**src/rtl/timer_pkg.sv**
```systemverilog
// constants shared by the 8-bit timer/event counter pair and its port pins
// assumes one byte-wide register port and a 200 MHz peripheral clock
package timer_pkg;
  localparam int NUM_CH   = 2;
  localparam int PRESC_W  = 12;
  localparam int SRC_W    = 3;

  // register byte addresses
  localparam logic [15:0] ADDR_PORT1_DIR   = 16'hff21;
  localparam logic [15:0] ADDR_PORT3_DIR   = 16'hff23;
  localparam logic [15:0] ADDR_PORT1_LATCH = 16'hff01;
  localparam logic [15:0] ADDR_PORT3_LATCH = 16'hff03;
  localparam logic [15:0] ADDR_MODE  [NUM_CH] = '{16'hff6b, 16'hff43};
  localparam logic [15:0] ADDR_MATCH [NUM_CH] = '{16'hff6d, 16'hff45};
  localparam logic [15:0] ADDR_COUNT [NUM_CH] = '{16'hff6c, 16'hff44};
  localparam logic [15:0] ADDR_SRC   [NUM_CH] = '{16'hff6e, 16'hff46};

  // reset values, and the fixed high nibble read back from the port 3 direction register
  localparam logic [7:0] PORT1_DIR_RST   = 8'hff;
  localparam logic [3:0] PORT3_DIR_RST   = 4'hf;
  localparam logic [3:0] PORT3_DIR_HIGH  = 4'hf;
  localparam logic [7:0] PORT_LATCH_RST  = 8'h00;
  localparam logic [7:0] MODE_RST        = 8'h00;
  localparam logic [7:0] MATCH_RST       = 8'h00;
  localparam logic [7:0] COUNT_RST       = 8'h00;
  localparam logic [2:0] SRC_RST         = 3'h0;

  // timer_mode_control field positions
  localparam int BIT_COUNT_EN = 7;
  localparam int BIT_PWM      = 6;
  localparam int BIT_FF_SET   = 3;
  localparam int BIT_FF_CLR   = 2;
  localparam int BIT_INV_LVL  = 1;
  localparam int BIT_OUT_EN   = 0;

  // count_source_select codes and prescaler masks per code
  localparam logic [2:0] SRC_PIN_FALL = 3'h0;
  localparam logic [2:0] SRC_PIN_RISE = 3'h1;
  localparam logic [PRESC_W-1:0] PRESC_MASK [8] = '{12'h000, 12'h000, 12'h000, 12'h001,
                                                    12'h00f, 12'h03f, 12'h0ff, 12'hfff};

  // pin assignment of the shared timer pins, and the count value at which PWM mode wraps
  localparam int PIN_CH0 = 7;
  localparam int PIN_CH1 = 3;
  localparam logic [7:0] PWM_TOP = 8'hff;
endpackage

```
**src/rtl/edge_sync.sv**
```systemverilog
// two-stage synchroniser for an event pin with rise and fall detection
// assumes the pin is asynchronous to ref_clk_i
`timescale 1ns/10ps
module edge_sync (
  input  wire logic ref_clk_i,
  input  wire logic rstn_i,
  input  wire logic pin_i,
  output logic      rise_o,
  output logic      fall_o
);
  typedef struct packed {
    logic meta;
    logic sync;
    logic last;
  } sync_s;

  sync_s state_r;
  sync_s state_nxt;

  always_comb begin
    state_nxt      = state_r;
    state_nxt.meta = pin_i;
    state_nxt.sync = state_r.meta;
    state_nxt.last = state_r.sync;
  end

  always_ff @(posedge ref_clk_i or negedge rstn_i) begin
    if (!rstn_i) begin
      // pins start as inputs resting high, so no false edge follows reset
      state_r <= '1;
    end else begin
      state_r <= state_nxt;
    end
  end

  // one pulse per synchronised edge
  assign rise_o = state_r.sync & ~state_r.last;
  assign fall_o = ~state_r.sync & state_r.last;
endmodule

```
**src/rtl/timer_event_pair.sv**
```systemverilog
// two 8-bit timer/event counters with their shared port pins and direction registers
// assumes a byte register port driven from ref_clk_i; pins are asynchronous
`timescale 1ns/10ps
module timer_event_pair (
  input  wire logic        ref_clk_i,
  input  wire logic        rstn_i,
  input  wire logic [15:0] reg_addr_i,
  input  wire logic        reg_wr_i,
  input  wire logic        reg_rd_i,
  input  wire logic [7:0]  reg_wdata_i,
  output logic      [7:0]  reg_rdata_o,
  input  wire logic [7:0]  port1_pin_i,
  output logic      [7:0]  port1_pin_o,
  output logic      [7:0]  port1_oe_o,
  input  wire logic [3:0]  port3_pin_i,
  output logic      [3:0]  port3_pin_o,
  output logic      [3:0]  port3_oe_o,
  output logic      [timer_pkg::NUM_CH-1:0] match_interrupt_o
);
  import timer_pkg::*;

  typedef struct packed {
    logic [7:0]       count;
    logic [7:0]       match_buf;
    logic [7:0]       match_act;
    logic [SRC_W-1:0] src;
    logic             count_en;
    logic             pwm_mode;
    logic             inv_lvl;
    logic             out_en;
    logic             out_ff;
    logic             pwm_run;
    logic             to_q;
    logic             irq;
  } chan_s;

  typedef struct packed {
    logic [7:0]         port1_dir;
    logic [3:0]         port3_dir;
    logic [7:0]         port1_latch;
    logic [3:0]         port3_latch;
    logic [PRESC_W-1:0] presc;
    logic [7:0]         rdata;
    chan_s [NUM_CH-1:0] ch;
  } top_s;

  top_s state_r;
  top_s state_nxt;

  logic [NUM_CH-1:0] pin_rise;
  logic [NUM_CH-1:0] pin_fall;
  logic [NUM_CH-1:0] event_pin;

  assign event_pin[0] = port1_pin_i[PIN_CH0];
  assign event_pin[1] = port3_pin_i[PIN_CH1];

  genvar g;
  generate
    for (g = 0; g < NUM_CH; g++) begin : g_sync
      edge_sync u_sync (
        .ref_clk_i (ref_clk_i),
        .rstn_i    (rstn_i),
        .pin_i     (event_pin[g]),
        .rise_o    (pin_rise[g]),
        .fall_o    (pin_fall[g])
      );
    end
  endgenerate

  always_comb begin
    chan_s              c;
    logic               tick;
    logic               active;
    logic [PRESC_W-1:0] mask;
    c         = '0;
    tick      = 1'b0;
    active    = 1'b0;
    mask      = '0;
    state_nxt = state_r;
    // shared prescaler of the peripheral clock
    state_nxt.presc = state_r.presc + PRESC_W'(1);

    for (int i = 0; i < NUM_CH; i++) begin
      c     = state_r.ch[i];
      c.irq = 1'b0;
      mask  = PRESC_MASK[c.src];
      case (c.src)
        SRC_PIN_FALL: tick = pin_fall[i];
        SRC_PIN_RISE: tick = pin_rise[i];
        default:      tick = (state_r.presc & mask) == mask;
      endcase

      if (c.count_en) begin
        if (tick) begin
          if (c.pwm_mode) begin
            // free-running: wrap at the top, load buffered compare value
            if (c.count == PWM_TOP) begin
              c.count     = COUNT_RST;
              c.pwm_run   = 1'b1;
              c.match_act = c.match_buf;
            end else begin
              c.count = c.count + 8'h01;
            end
            if (state_r.ch[i].count == state_r.ch[i].match_act) begin
              c.irq = 1'b1;
            end
          end else if (c.count == c.match_act) begin
            c.count = COUNT_RST;
            c.irq   = 1'b1;
            if (c.inv_lvl) begin
              c.out_ff = ~c.out_ff;
            end
          end else begin
            c.count = c.count + 8'h01;
          end
        end
      end else begin
        c.count   = COUNT_RST;
        c.pwm_run = 1'b0;
      end

      if (reg_wr_i && reg_addr_i == ADDR_MODE[i]) begin
        c.count_en = reg_wdata_i[BIT_COUNT_EN];
        c.pwm_mode = reg_wdata_i[BIT_PWM];
        c.inv_lvl  = reg_wdata_i[BIT_INV_LVL];
        c.out_en   = reg_wdata_i[BIT_OUT_EN];
        if (!reg_wdata_i[BIT_COUNT_EN]) begin
          c.count   = COUNT_RST;
          c.pwm_run = 1'b0;
        end
        // flip-flop set/clear only outside PWM mode; both set is ignored
        if (!reg_wdata_i[BIT_PWM]) begin
          if (reg_wdata_i[BIT_FF_SET] && !reg_wdata_i[BIT_FF_CLR]) begin
            c.out_ff = 1'b1;
          end else if (reg_wdata_i[BIT_FF_CLR] && !reg_wdata_i[BIT_FF_SET]) begin
            c.out_ff = 1'b0;
          end
        end
      end
      if (reg_wr_i && reg_addr_i == ADDR_MATCH[i]) begin
        c.match_buf = reg_wdata_i;
        // a running PWM channel takes the new value at the next wrap
        if (!(c.pwm_mode && c.count_en)) begin
          c.match_act = reg_wdata_i;
        end
      end
      if (reg_wr_i && reg_addr_i == ADDR_SRC[i]) begin
        c.src = reg_wdata_i[SRC_W-1:0];
      end

      active = c.pwm_run && (c.count < c.match_act);
      if (!c.out_en) begin
        c.to_q = 1'b0;
      end else if (c.pwm_mode) begin
        c.to_q = active ^ c.inv_lvl;
      end else begin
        c.to_q = c.out_ff;
      end
      state_nxt.ch[i] = c;
    end

    if (reg_wr_i) begin
      case (reg_addr_i)
        ADDR_PORT1_DIR:   state_nxt.port1_dir   = reg_wdata_i;
        ADDR_PORT3_DIR:   state_nxt.port3_dir   = reg_wdata_i[3:0];
        ADDR_PORT1_LATCH: state_nxt.port1_latch = reg_wdata_i;
        ADDR_PORT3_LATCH: state_nxt.port3_latch = reg_wdata_i[3:0];
        default: ;
      endcase
    end

    // read data is captured one edge after the strobe and then held
    if (reg_rd_i) begin
      state_nxt.rdata = 8'h00;
      case (reg_addr_i)
        ADDR_PORT1_DIR:   state_nxt.rdata = state_r.port1_dir;
        ADDR_PORT3_DIR:   state_nxt.rdata = {PORT3_DIR_HIGH, state_r.port3_dir};
        ADDR_PORT1_LATCH: state_nxt.rdata = state_r.port1_latch;
        ADDR_PORT3_LATCH: state_nxt.rdata = {4'h0, state_r.port3_latch};
        default: ;
      endcase
      for (int i = 0; i < NUM_CH; i++) begin
        if (reg_addr_i == ADDR_MODE[i]) begin
          // set/clear bits always read back as zero
          state_nxt.rdata = {state_r.ch[i].count_en, state_r.ch[i].pwm_mode, 4'h0,
                             state_r.ch[i].inv_lvl, state_r.ch[i].out_en};
        end
        if (reg_addr_i == ADDR_MATCH[i]) begin
          state_nxt.rdata = state_r.ch[i].match_buf;
        end
        if (reg_addr_i == ADDR_COUNT[i]) begin
          state_nxt.rdata = state_r.ch[i].count;
        end
        if (reg_addr_i == ADDR_SRC[i]) begin
          state_nxt.rdata = {5'h00, state_r.ch[i].src};
        end
      end
    end
  end

  always_ff @(posedge ref_clk_i or negedge rstn_i) begin
    if (!rstn_i) begin
      state_r             <= '0;
      state_r.port1_dir   <= PORT1_DIR_RST;
      state_r.port3_dir   <= PORT3_DIR_RST;
      state_r.port1_latch <= PORT_LATCH_RST;
      state_r.port3_latch <= PORT_LATCH_RST[3:0];
      for (int i = 0; i < NUM_CH; i++) begin
        state_r.ch[i].match_buf <= MATCH_RST;
        state_r.ch[i].match_act <= MATCH_RST;
        state_r.ch[i].src       <= SRC_RST;
      end
    end else begin
      state_r <= state_nxt;
    end
  end

  assign reg_rdata_o = state_r.rdata;

  // pin drive: timer output is merged with the port latch on its shared pin
  generate
    for (g = 0; g < 8; g++) begin : g_port1
      assign port1_oe_o[g] = ~state_r.port1_dir[g];
      if (g == PIN_CH0) begin : g_to
        assign port1_pin_o[g] = state_r.port1_latch[g] | state_r.ch[0].to_q;
      end else begin : g_plain
        assign port1_pin_o[g] = state_r.port1_latch[g];
      end
    end
    for (g = 0; g < 4; g++) begin : g_port3
      assign port3_oe_o[g] = ~state_r.port3_dir[g];
      if (g == PIN_CH1) begin : g_to
        assign port3_pin_o[g] = state_r.port3_latch[g] | state_r.ch[1].to_q;
      end else begin : g_plain
        assign port3_pin_o[g] = state_r.port3_latch[g];
      end
    end
    for (g = 0; g < NUM_CH; g++) begin : g_irq
      assign match_interrupt_o[g] = state_r.ch[g].irq;
    end
  endgenerate
endmodule

```
**config.mk**
```make
export PLATFORM = sky130hd
export DESIGN_NAME = timer_event_pair
export DESIGN_NICKNAME = d
export VERILOG_FILES = /design/src/rtl/timer_pkg.sv /design/src/rtl/edge_sync.sv /design/src/rtl/timer_event_pair.sv
export SDC_FILE = /design/constraint.sdc
export NUM_CORES = 1
export LEC_CHECK = 0
export BUFFER_PORTS_ARGS = -buffer_cell sky130_fd_sc_hd__buf_4
export CAP_MARGIN = 5
export CORE_MARGIN = 2
export CORE_UTILIZATION = 55
export CTS_BUF_LIST = sky130_fd_sc_hd__clkbuf_16
export DETAILED_ROUTE_END_ITERATION = 6
export PLACE_DENSITY = 0.82
export RECOVER_POWER = 25
export SYNTH_ARGS = -nofsm -noshare
export SYNTH_HDL_FRONTEND = slang
export SYNTH_HIERARCHICAL = 1
export SYNTH_SLANG_ARGS = --single-unit
export TNS_END_PERCENT = 20
```
**constraint.sdc**
```tcl
create_clock -name ref_clk_i -period 11.2 [get_ports ref_clk_i]
set_clock_uncertainty 0.15 [all_clocks]
set_input_delay 3.36 -clock ref_clk_i [delete_from_list [all_inputs] [get_ports ref_clk_i]]
set_output_delay 3.36 -clock ref_clk_i [all_outputs]
set_load 0.05 [all_outputs]
```
## Yosys cells after proc, flatten, opt, wreduce, memory -nomap -nowiden

Memory sizes are Yosys's and may differ from the RTL's.
Index checks and enable logic that the tools add are counted.

- Multiplexer cells: 77
- Equality and inequality tests: 20
- Bitwise operators: 30
- Order comparisons: 4
- Reductions and logical operators: 20
- Add/sub/neg operators: 3

Operator list:

| operator | number |
|---|---|
| 8-bit 2-to-1 mux | 34 |
| 16-bit == test, second input constant | 12 |
| 12-bit 2-to-1 mux | 4 |
| 1-bit 2-to-1 mux | 32 |
| 8-bit case mux with 4 select lines | 1 |
| 12-bit AND | 2 |
| 12-bit == test | 2 |
| 1-bit NOT | 18 |
| 8-bit by 1-bit adder with 8-bit output, second input constant | 2 |
| 8-bit == test | 2 |
| 8-bit == test, second input constant | 2 |
| 8-bit less-than comparator | 2 |
| 12-bit by 1-bit adder with 12-bit output, second input constant | 1 |
| 1-bit logical AND | 12 |
| 6-bit 2-to-1 mux | 2 |
| 4-bit greater-or-equal comparator, second input constant | 2 |
| 3-bit NOT with 4-bit output | 2 |
| 2-bit AND reduction | 4 |
| 3-bit by 1-bit == test with 1-bit output, second input constant | 2 |
| 3-bit zero test | 2 |
| 1-bit AND | 4 |
| 2-bit 2-to-1 mux | 2 |
| 1-bit case mux with 2 select lines | 2 |
| 1-bit zero test | 2 |
| other kinds (2) | 4 |

- Input port bits: 40
- Memories: 2
- Word-level logic and storage cells: 192
- Output and inout port bits: 34
- Register bits: 120
- Bits in read-only memories: 192

Memories:

| name | depth | width | rd ports | clocked after Yosys merged registers in | write ports | line | text |
|---|---|---|---|---|---|---|---|
| (no name shown) | 8 | 12 | 1 | 0 | 0 | timer_event_pair.sv:86 | `mask = PRESC_MASK[c.src];` |
| (no name shown) | 8 | 12 | 1 | 0 | 0 | timer_event_pair.sv:86 |  |

## Logic depth before layout (Yosys ltp)

Gate-level depths: netlist of the first run.

- Word-level depth: 21
- Depth in mapped cells: 18
- Depth with buffers taken out: 18

## Cells and area by module

The synthesis of the first run kept the hierarchy.

Modules (own cells, without submodules):

| module | cells each | instances | area an instance (µm²) | sequential area each (µm²) |
|---|---|---|---|---|
| timer_event_pair | 664 | 1 | 6,613.8 | 2,867.8 |
| edge_sync | 5 | 2 | 93.8 | 78.8 |

## Worst setup path before layout of the first run

Ideal clock, no wire load.

- Path kind: input to register
- Start point: in reg_addr_i[11]
- End point: reg state_r[1] in the netlist's numbering
- Buffers on the path: 1
- Data required time: 10.970 ns
- Setup slack: 4.258 ns
- Stages: 16
- Arrival: 6.712 ns
- Setup time: 0.080 ns
- Path through: and4_1 nand3_1 or4_1 clkbuf_1 o21ai_2 o21bai_1 nor2_1 ha_1 a21oi_1 nor2b_1 o21ai_0 nand2_1 or4_1 or4b_4 and2_4 o211ai_2

RTL lines:

| item | line | text |
|---|---|---|
| start: declaration | timer_event_pair.sv:7 | `input wire logic [15:0] reg_addr_i,` |
| end signal: assignment | timer_event_pair.sv:214 | `state_r <= state_nxt;` |
| end: declaration | timer_event_pair.sv:47 | `top_s state_r;` |

==> results by group, run 1 <==
Floorplanning
  – Die area: 13300 um2
  – Rows: 40
  – Die W: 115 um
  – Height of the die: 115 um
  – Core Region: 12100 um2
  – Ports: 74
  – Starting density of the core: 56.4%

Place
  – # port buffers: 63
  – DP Wirelength: 12600 um
  – Placer Congestion: 0.961
  – Place WS: 3490 ps

Layout
  – Share of layout cells above drive strength 1: 24.1%
  – Number of filler cells placed in the layout: 955
  – ANT cells: 0
  – Area delta synth->final: 14.5%
  – Final #Nets: 769

Synthesis
  – Number of flops mapped to enable cells by yosys: 0
  – Synthesized cell area: 6800 um2
  – Top post-synthesis cells by area: dfrtp_1, mux2_2, dfstp_2, ha_1, nand2_1
  – Adder-cell share of the synthesized area: 3.13%
  – Mapped Avg Cell Area: 10.1 um2
  – Post-synthesis mux area share: 11.9%
  – Most frequent cell after synthesis: dfrtp_1
  – Synth warn: 6
  – Yosys top cell area share: 37.5%
  – Synth Area in Compound Gates: 12.5%
  – Distinct cells, synth: 72
  – Post-synthesis xor/xnor area fraction: 4.64%
  – Top post-synthesis cells by count: dfrtp_1, nand2_1, mux2_2
  – Synth Register Bits: 120
  – Largest family of logic cells by synthesized area: simple AND/OR/NAND/NOR gates
  – Syn Nets: 731
  – Async set-or-reset flop fraction in the synthesized netlist: 100%
  – Top_reg_cell synth: dfrtp_1
  – Sequential fraction of the synthesis area: 44.5%
  – Syn Inst Count: 674
  – Synth Area in Simple Gates: 17.7%
  – Cell taking the most area after synthesis: dfrtp_1

Clocking
  – CTS tree: done
  – CTS max path bufs: 2
  – Resized Gates After CTS: 0
  – Setup Buffers After CTS: 0
  – CTS sink count: 120
  – Root buffer selected by CTS: clkbuf_16
  – H-tree depth reported by CTS: 4
  – Hold_buf cts: 0
  – Clock-pin slew on the worst setup and hold paths: 50 ps
  – TritonCTS Buffers: 17
  – Worst skew pair latency: 420 ps

Critical path
  – CP required: 11390 ps
  – WP data arrival: 7640 ps
  – CP max stage cell: nor4b_1
  – CP Capture Type: register
  – WS Path Type: in -> reg
  – CP Buf/Inv Count: 2
  – Worst path cell trace: buf_4 > nand4_1 > nor4b_1 > a21oi_1 > nand4b_1 > nand2_1 > o21a_1 > inv_1 > ha_1 > a21oi_1 > nor2b_1 > o21ai_0 > nand2_1 > or4_1 > or4b_4 > and2_4 > o211ai_2
  – CP peak stage delay: 780 ps
  – Critical path startpoint category: primary input
  – Worst-path fanout max: 17
  – Cell family with most CP delay: simple AND/OR/NAND/NOR gates

Drt
  – DRT antenna net count: 0
  – Vias/cell: 6.36
  – Detailed Route WL: 18400 um
  – DRC: 5
  – First-pass DRT Iterations: 7
  – Drt first-iter violations: 631
  – DR WL/cell: 20.6 um
  – Vias: 5677

Global route
  – Grt total ovfl: 0
  – Vias in the first global route: 5719
  – First-pass GRT wire length: 29500 um
  – Total GRT Usage: 29.1%
  – Largest net degree at the start of global routing: 71
  – Initial antenna violation count: 0

Timing
  – Worst Tran Pin Value: 2810 ps
  – Final-report hold violation count: 0
  – Final setup viols: 0
  – Min Tclk post-route: 7450 ps
  – Ratio of final minimum period to clock period: 66.5%
  – Setup TNS: 0 ps
  – Fin. max-slew vios: 52
  – Highest Clock Rate: 0.134 GHz
  – RSZ-0062 raised after global routing: false
  – Final Worst Setup Slack: 3750 ps
  – Slew HR: -87.3%

Pwr
  – P_leak: 3.44 nW
  – Peak supply drop: 73.1 uV
  – Power Dens Cells: 132 nW/um2

Worst hold path
  – HP Class: reg -> reg

Run
  – Max-cap violation count: 1

Run status
  – Status: complete, but fails checks
  – Failing checks: design-rule violations, max-capacitance violations, max-slew violations
[area by class of cell]
cell class / count / area [um2] / share of cell area [%]
clock buffer: 17 / 425 / 5.46
multi-input combinational: 471 / 3360 / 43.1
clock inverter: 15 / 146 / 1.88
timing repair buffer: 64 / 477 / 6.12
inverter: 38 / 143 / 1.83
tap: 168 / 210 / 2.70
sequential: 120 / 3030 / 38.9
[routing by layer]
layer | track usage, % | routed length [um] | share of wire [%] | up-vias
met3 | 6.75 | 1750 | 9.5 | 64
met4 | 12.6 | 643 | 3.5 | 0
met5 | 0 | 0 | 0 | -
met2 | 47.0 | 8730 | 48 | 365
li1 | - | - | - | 2503
met1 | 37.6 | 7230 | 39 | 2745
[cell usage in the layout (no fill, tap or decap), types with 4 or more instances in the layout]
| master | count |
|---|---|
| a31oi_1 | 7 |
| nand2_1 | 55 |
| nand3_1 | 18 |
| buf_4 | 61 |
| nor3_1 | 16 |
| or2_2 | 6 |
| clkbuf_16 | 17 |
| ha_1 | 17 |
| xor2_1 | 18 |
| nand4b_1 | 4 |
| o211ai_1 | 5 |
| or3_1 | 4 |
| and2_1 | 6 |
| inv_1 | 41 |
| or4_1 | 8 |
| a221oi_1 | 6 |
| a21o_1 | 4 |
| and3_1 | 5 |
| mux2_2 | 48 |
| dfstp_2 | 16 |
| nand4_1 | 23 |
| o21a_1 | 8 |
| xnor2_1 | 18 |
| clkinv_1 | 4 |
| nor2b_1 | 5 |
| nor2_1 | 47 |
| dfrtp_1 | 102 |
| a22oi_1 | 5 |
| o21ai_0 | 33 |
| mux2i_1 | 20 |
| nor4_1 | 6 |
| a21oi_1 | 24 |
[through the flow]
stage	instance area, um2	hold slack, ps	utilization [%]	std cells	power [mW]
4_1_cts	7820	208	64.8	893	1.03
6_report	7780	213	64.5	893	1.02
2_1_floorplan	6800	195	-	674	0.474
3_5_place_dp	7240	200	60.1	861	0.501
3_3_place_gp	7240	196	60.1	861	0.499
5_1_grt	7780	216	64.5	893	1.05
[final timing paths]
check	startpoint	end	slack, ps	cells past startpoint
setup / recovery	reg_addr_i[14]	state_r[1]$_DFF_PN0_	3750	17
min in group asynchronous	rstn_i	state_r[79]$_DFF_PN0_	3690	1
max in group asynchronous	rstn_i	state_r[53]$_DFF_PN0_	5150	2
setup reg to reg	state_r[78]$_DFF_PN0_	state_r[1]$_DFF_PN0_	5650	17
hold reg to reg	g_sync[1].u_sync/state_nxt[1]$_DFF_PN1_	g_sync[1].u_sync/state_nxt[0]$_DFF_PN1_	210	0
hold / removal	g_sync[1].u_sync/state_nxt[1]$_DFF_PN1_	g_sync[1].u_sync/state_nxt[0]$_DFF_PN1_	210	0
[state kept, by name, indices dropped and copies added, names as in the netlist]
register                 count
g_sync.u_sync/state_nxt      4
state_r                     94
g_sync.u_sync/state_r        2
port3_pin_o                  3
port1_pin_o                  7
match_interrupt_o            2
reg_rdata_o                  8
[report_power, final]
group | internal (mW) | switching, mW | total, mW
logic | 0.0153 | 0.0377 | 0.0530
registers | 0.438 | 0.00239 | 0.441
clock network | 0.342 | 0.189 | 0.531
total | 0.795 | 0.229 | 1.02
[cells by family after synthesis]
family / Yosys count
multiplexers: 71
XOR/XNOR: 36
AO/OA/AOI/OAI: 124
flip-flops: 120
adder cells (fa/ha/maj): 17
buffers and inverters: 83
AND/OR/NAND/NOR: 223
Note: power is estimated with default switching activity, not from simulation.
==> run 2, diff against run 1 <==
CORE_UTILIZATION = 54   (was 55)
PLACE_DENSITY = 0.84   (was 0.82)
clock period = 6.42 ns   (was 11.2 ns; I/O delays follow)
==> run 2 against run 1 <==
The flow finishes with violations (max-capacitance violations, max-slew violations). First-iteration DRC count is 11% lower. Flip-flop and latch count stayed put. Critical path depth is 1 lower. Cell area hardly changed. Register-to-register slack worse by 4700 ps.
==> results by group, run 2 (synthesized netlist as in run 1, its figures left out) <==
Clocking
  – H-tree depth reported by CTS: 4
  – Setup Buffers After CTS: 0
  – Root buffer selected by CTS: clkbuf_16
  – CTS max path bufs: 2
  – CTS sink count: 120
  – Clock-pin slew on the worst setup and hold paths: 50 ps
  – Resized Gates After CTS: 0
  – Worst skew pair latency: 420 ps
  – CTS tree: done
  – Hold_buf cts: 0
  – TritonCTS Buffers: 17

Global route
  – First-pass GRT wire length: 29000 um
  – Total GRT Usage: 28.2%
  – Grt total ovfl: 0
  – Largest net degree at the start of global routing: 64
  – Vias in the first global route: 5676
  – Initial antenna violation count: 0

Critical path
  – Worst setup path start: reg_addr_i[4]
  – Worst r2r src: state_r[78]$_DFF_PN0_
  – CP Buf/Inv Count: 1
  – CP required: 6610 ps
  – Cell family with most CP delay: simple AND/OR/NAND/NOR gates
  – CP peak stage delay: 630 ps
  – Worst path cell trace: buf_4 > nor2_1 > nand4_1 > or4_1 > o21ai_2 > o21bai_1 > nor2_1 > ha_1 > a21oi_1 > nor2b_1 > o21ai_0 > nand2_1 > or4_1 > or4b_4 > and2_4 > o211ai_2
  – CP max stage cell: or4_1
  – CP Capture Type: register
  – R2R setup slack: 960 ps
  – Critical path startpoint category: primary input
  – WP data arrival: 5930 ps
  – Reg2reg path depth: 17
  – Reg-to-reg endpoint: state_r[1]$_DFF_PN0_
  – WS Path Type: in -> reg
  – Worst-path fanout max: 9

Floorplanning
  – Height of the die: 116 um
  – Die area: 13500 um2
  – Rows: 40
  – Core Region: 12200 um2
  – Starting density of the core: 55.9%
  – Die W: 116 um
  – Ports: 74

Place
  – DP Wirelength: 12500 um
  – Place WS: 372 ps
  – Placed cells: 864
  – # port buffers: 63
  – Placer Congestion: 0.960

Drt
  – DR WL/cell: 19.9 um
  – Drt first-iter violations: 560
  – Vias/cell: 6.34
  – DRC: 0
  – First-pass DRT Iterations: 7
  – Detailed Route WL: 17800 um
  – DRT antenna net count: 0
  – Vias: 5678

Pwr
  – Flop pwr share: 43.9%
  – Clock share of power: 50.8%
  – P_sw: 405 uW
  – Peak supply drop: 201 uV
  – Power Dens Cells: 225 nW/um2
  – Total power: 1.75 mW
  – Sw Share: 23.1%
  – Combinational share of power: 5.3%
  – Internal: 1.35 mW
  – P_leak: 3.44 nW

Worst hold path
  – HP Class: reg -> reg
  – Worst hold start: g_sync[1].u_sync/state_nxt[1]$_DFF_PN1_
  – Min-Delay Path Depth: 0
  – Hold Path End: g_sync[1].u_sync/state_nxt[0]$_DFF_PN1_

Run
  – Max-cap violation count: 1

Layout
  – Biggest register: state_r
  – ANT cells: 0
  – Max reg flops: 94
  – Non-Filler Instances: 896
  – Final #Nets: 772
  – Share of layout cells above drive strength 1: 24.3%
  – Number of filler cells placed in the layout: 938
  – Commonest cells after routing, fill and taps aside: dfrtp_1, buf_4, nand2_1
  – Commonest non-fill, non-tap cell in the layout: dfrtp_1
  – Area delta synth->final: 14.4%

Timing
  – Ratio of final minimum period to clock period: 89.4%
  – Final Worst Setup Slack: 679 ps
  – Slew HR: -127%
  – Highest Clock Rate: 0.174 GHz
  – Worst Tran Pin Value: 3400 ps
  – RSZ-0062 raised after global routing: false
  – Final setup viols: 0
  – Min Tclk post-route: 5740 ps
  – Final-report hold violation count: 0
  – Fin. max-slew vios: 64
  – Setup TNS: 0 ps

Run status
  – Failing checks: max-capacitance violations, max-slew violations
  – Status: complete, but fails checks
## run 2: cell count changes in the layout (fill, tap and decap cells not counted), sizes merged
cell | previous run | this run
buf | 61 | 64
bufinv | 3 | 2
clkinv | 7 | 10
clkinvlp | 2 | 1
inv | 41 | 40
## run 2: area by class of cell
type	instances	area (um2)	area share (%)
clock inverters	15	121	1.56
inverters	38	143	1.83
well taps	168	210	2.70
clock buffers	17	425	5.47
repair buffers	67	499	6.41
multi-input cells	471	3360	43.2
flip-flops and latches	120	3030	38.9
## run 2: power groups by stage
| stage | registers [mW] | clock network (mW) | logic [mW] |
|---|---|---|---|
| global placement | 0.781 | 0 | 0.0900 |
| detailed placement | 0.781 | 0 | 0.0925 |
| finish | 0.769 | 0.891 | 0.0933 |
| global route | 0.769 | 0.931 | 0.101 |
| floorplan | 0.780 | 0 | 0.0476 |
| CTS | 0.769 | 0.896 | 0.0931 |
## run 2: metrics by stage
| step | util [%] | area [um2] | hold slack [ps] |
|---|---|---|---|
| 6_report | 64.0 | 7780 | 209 |
| 5_1_grt | 64.0 | 7780 | 212 |
| 4_1_cts | 64.2 | 7810 | 205 |
| 3_5_place_dp | 59.7 | 7270 | 197 |
| 3_3_place_gp | 59.7 | 7270 | 196 |
| 2_1_floorplan | - | 6800 | 195 |
## run 2: how the worst max path moves through the flow
stage | cells after the start | slack, ps | end
2_1_floorplan | 16 | 910 | state_r[1]$_DFF_PN0_
3_3_place_gp | 16 | 480 | state_r[1]$_DFF_PN0_
3_5_place_dp | 16 | 370 | state_r[1]$_DFF_PN0_
4_1_cts | 16 | 790 | state_r[1]$_DFF_PN0_
5_1_grt | 16 | 460 | state_r[1]$_DFF_PN0_
6_report | 16 | 680 | state_r[1]$_DFF_PN0_
## run 2: layer usage
metal | global-route usage [%] | vias up | routed length, um | part of all wire, %
met5 | 0 | - | 0 | 0
met4 | 12.7 | 0 | 519 | 2.9
met3 | 7.73 | 58 | 1690 | 9.5
met2 | 43.8 | 338 | 8340 | 47
met1 | 37.1 | 2785 | 7290 | 41
li1 | - | 2497 | - | -
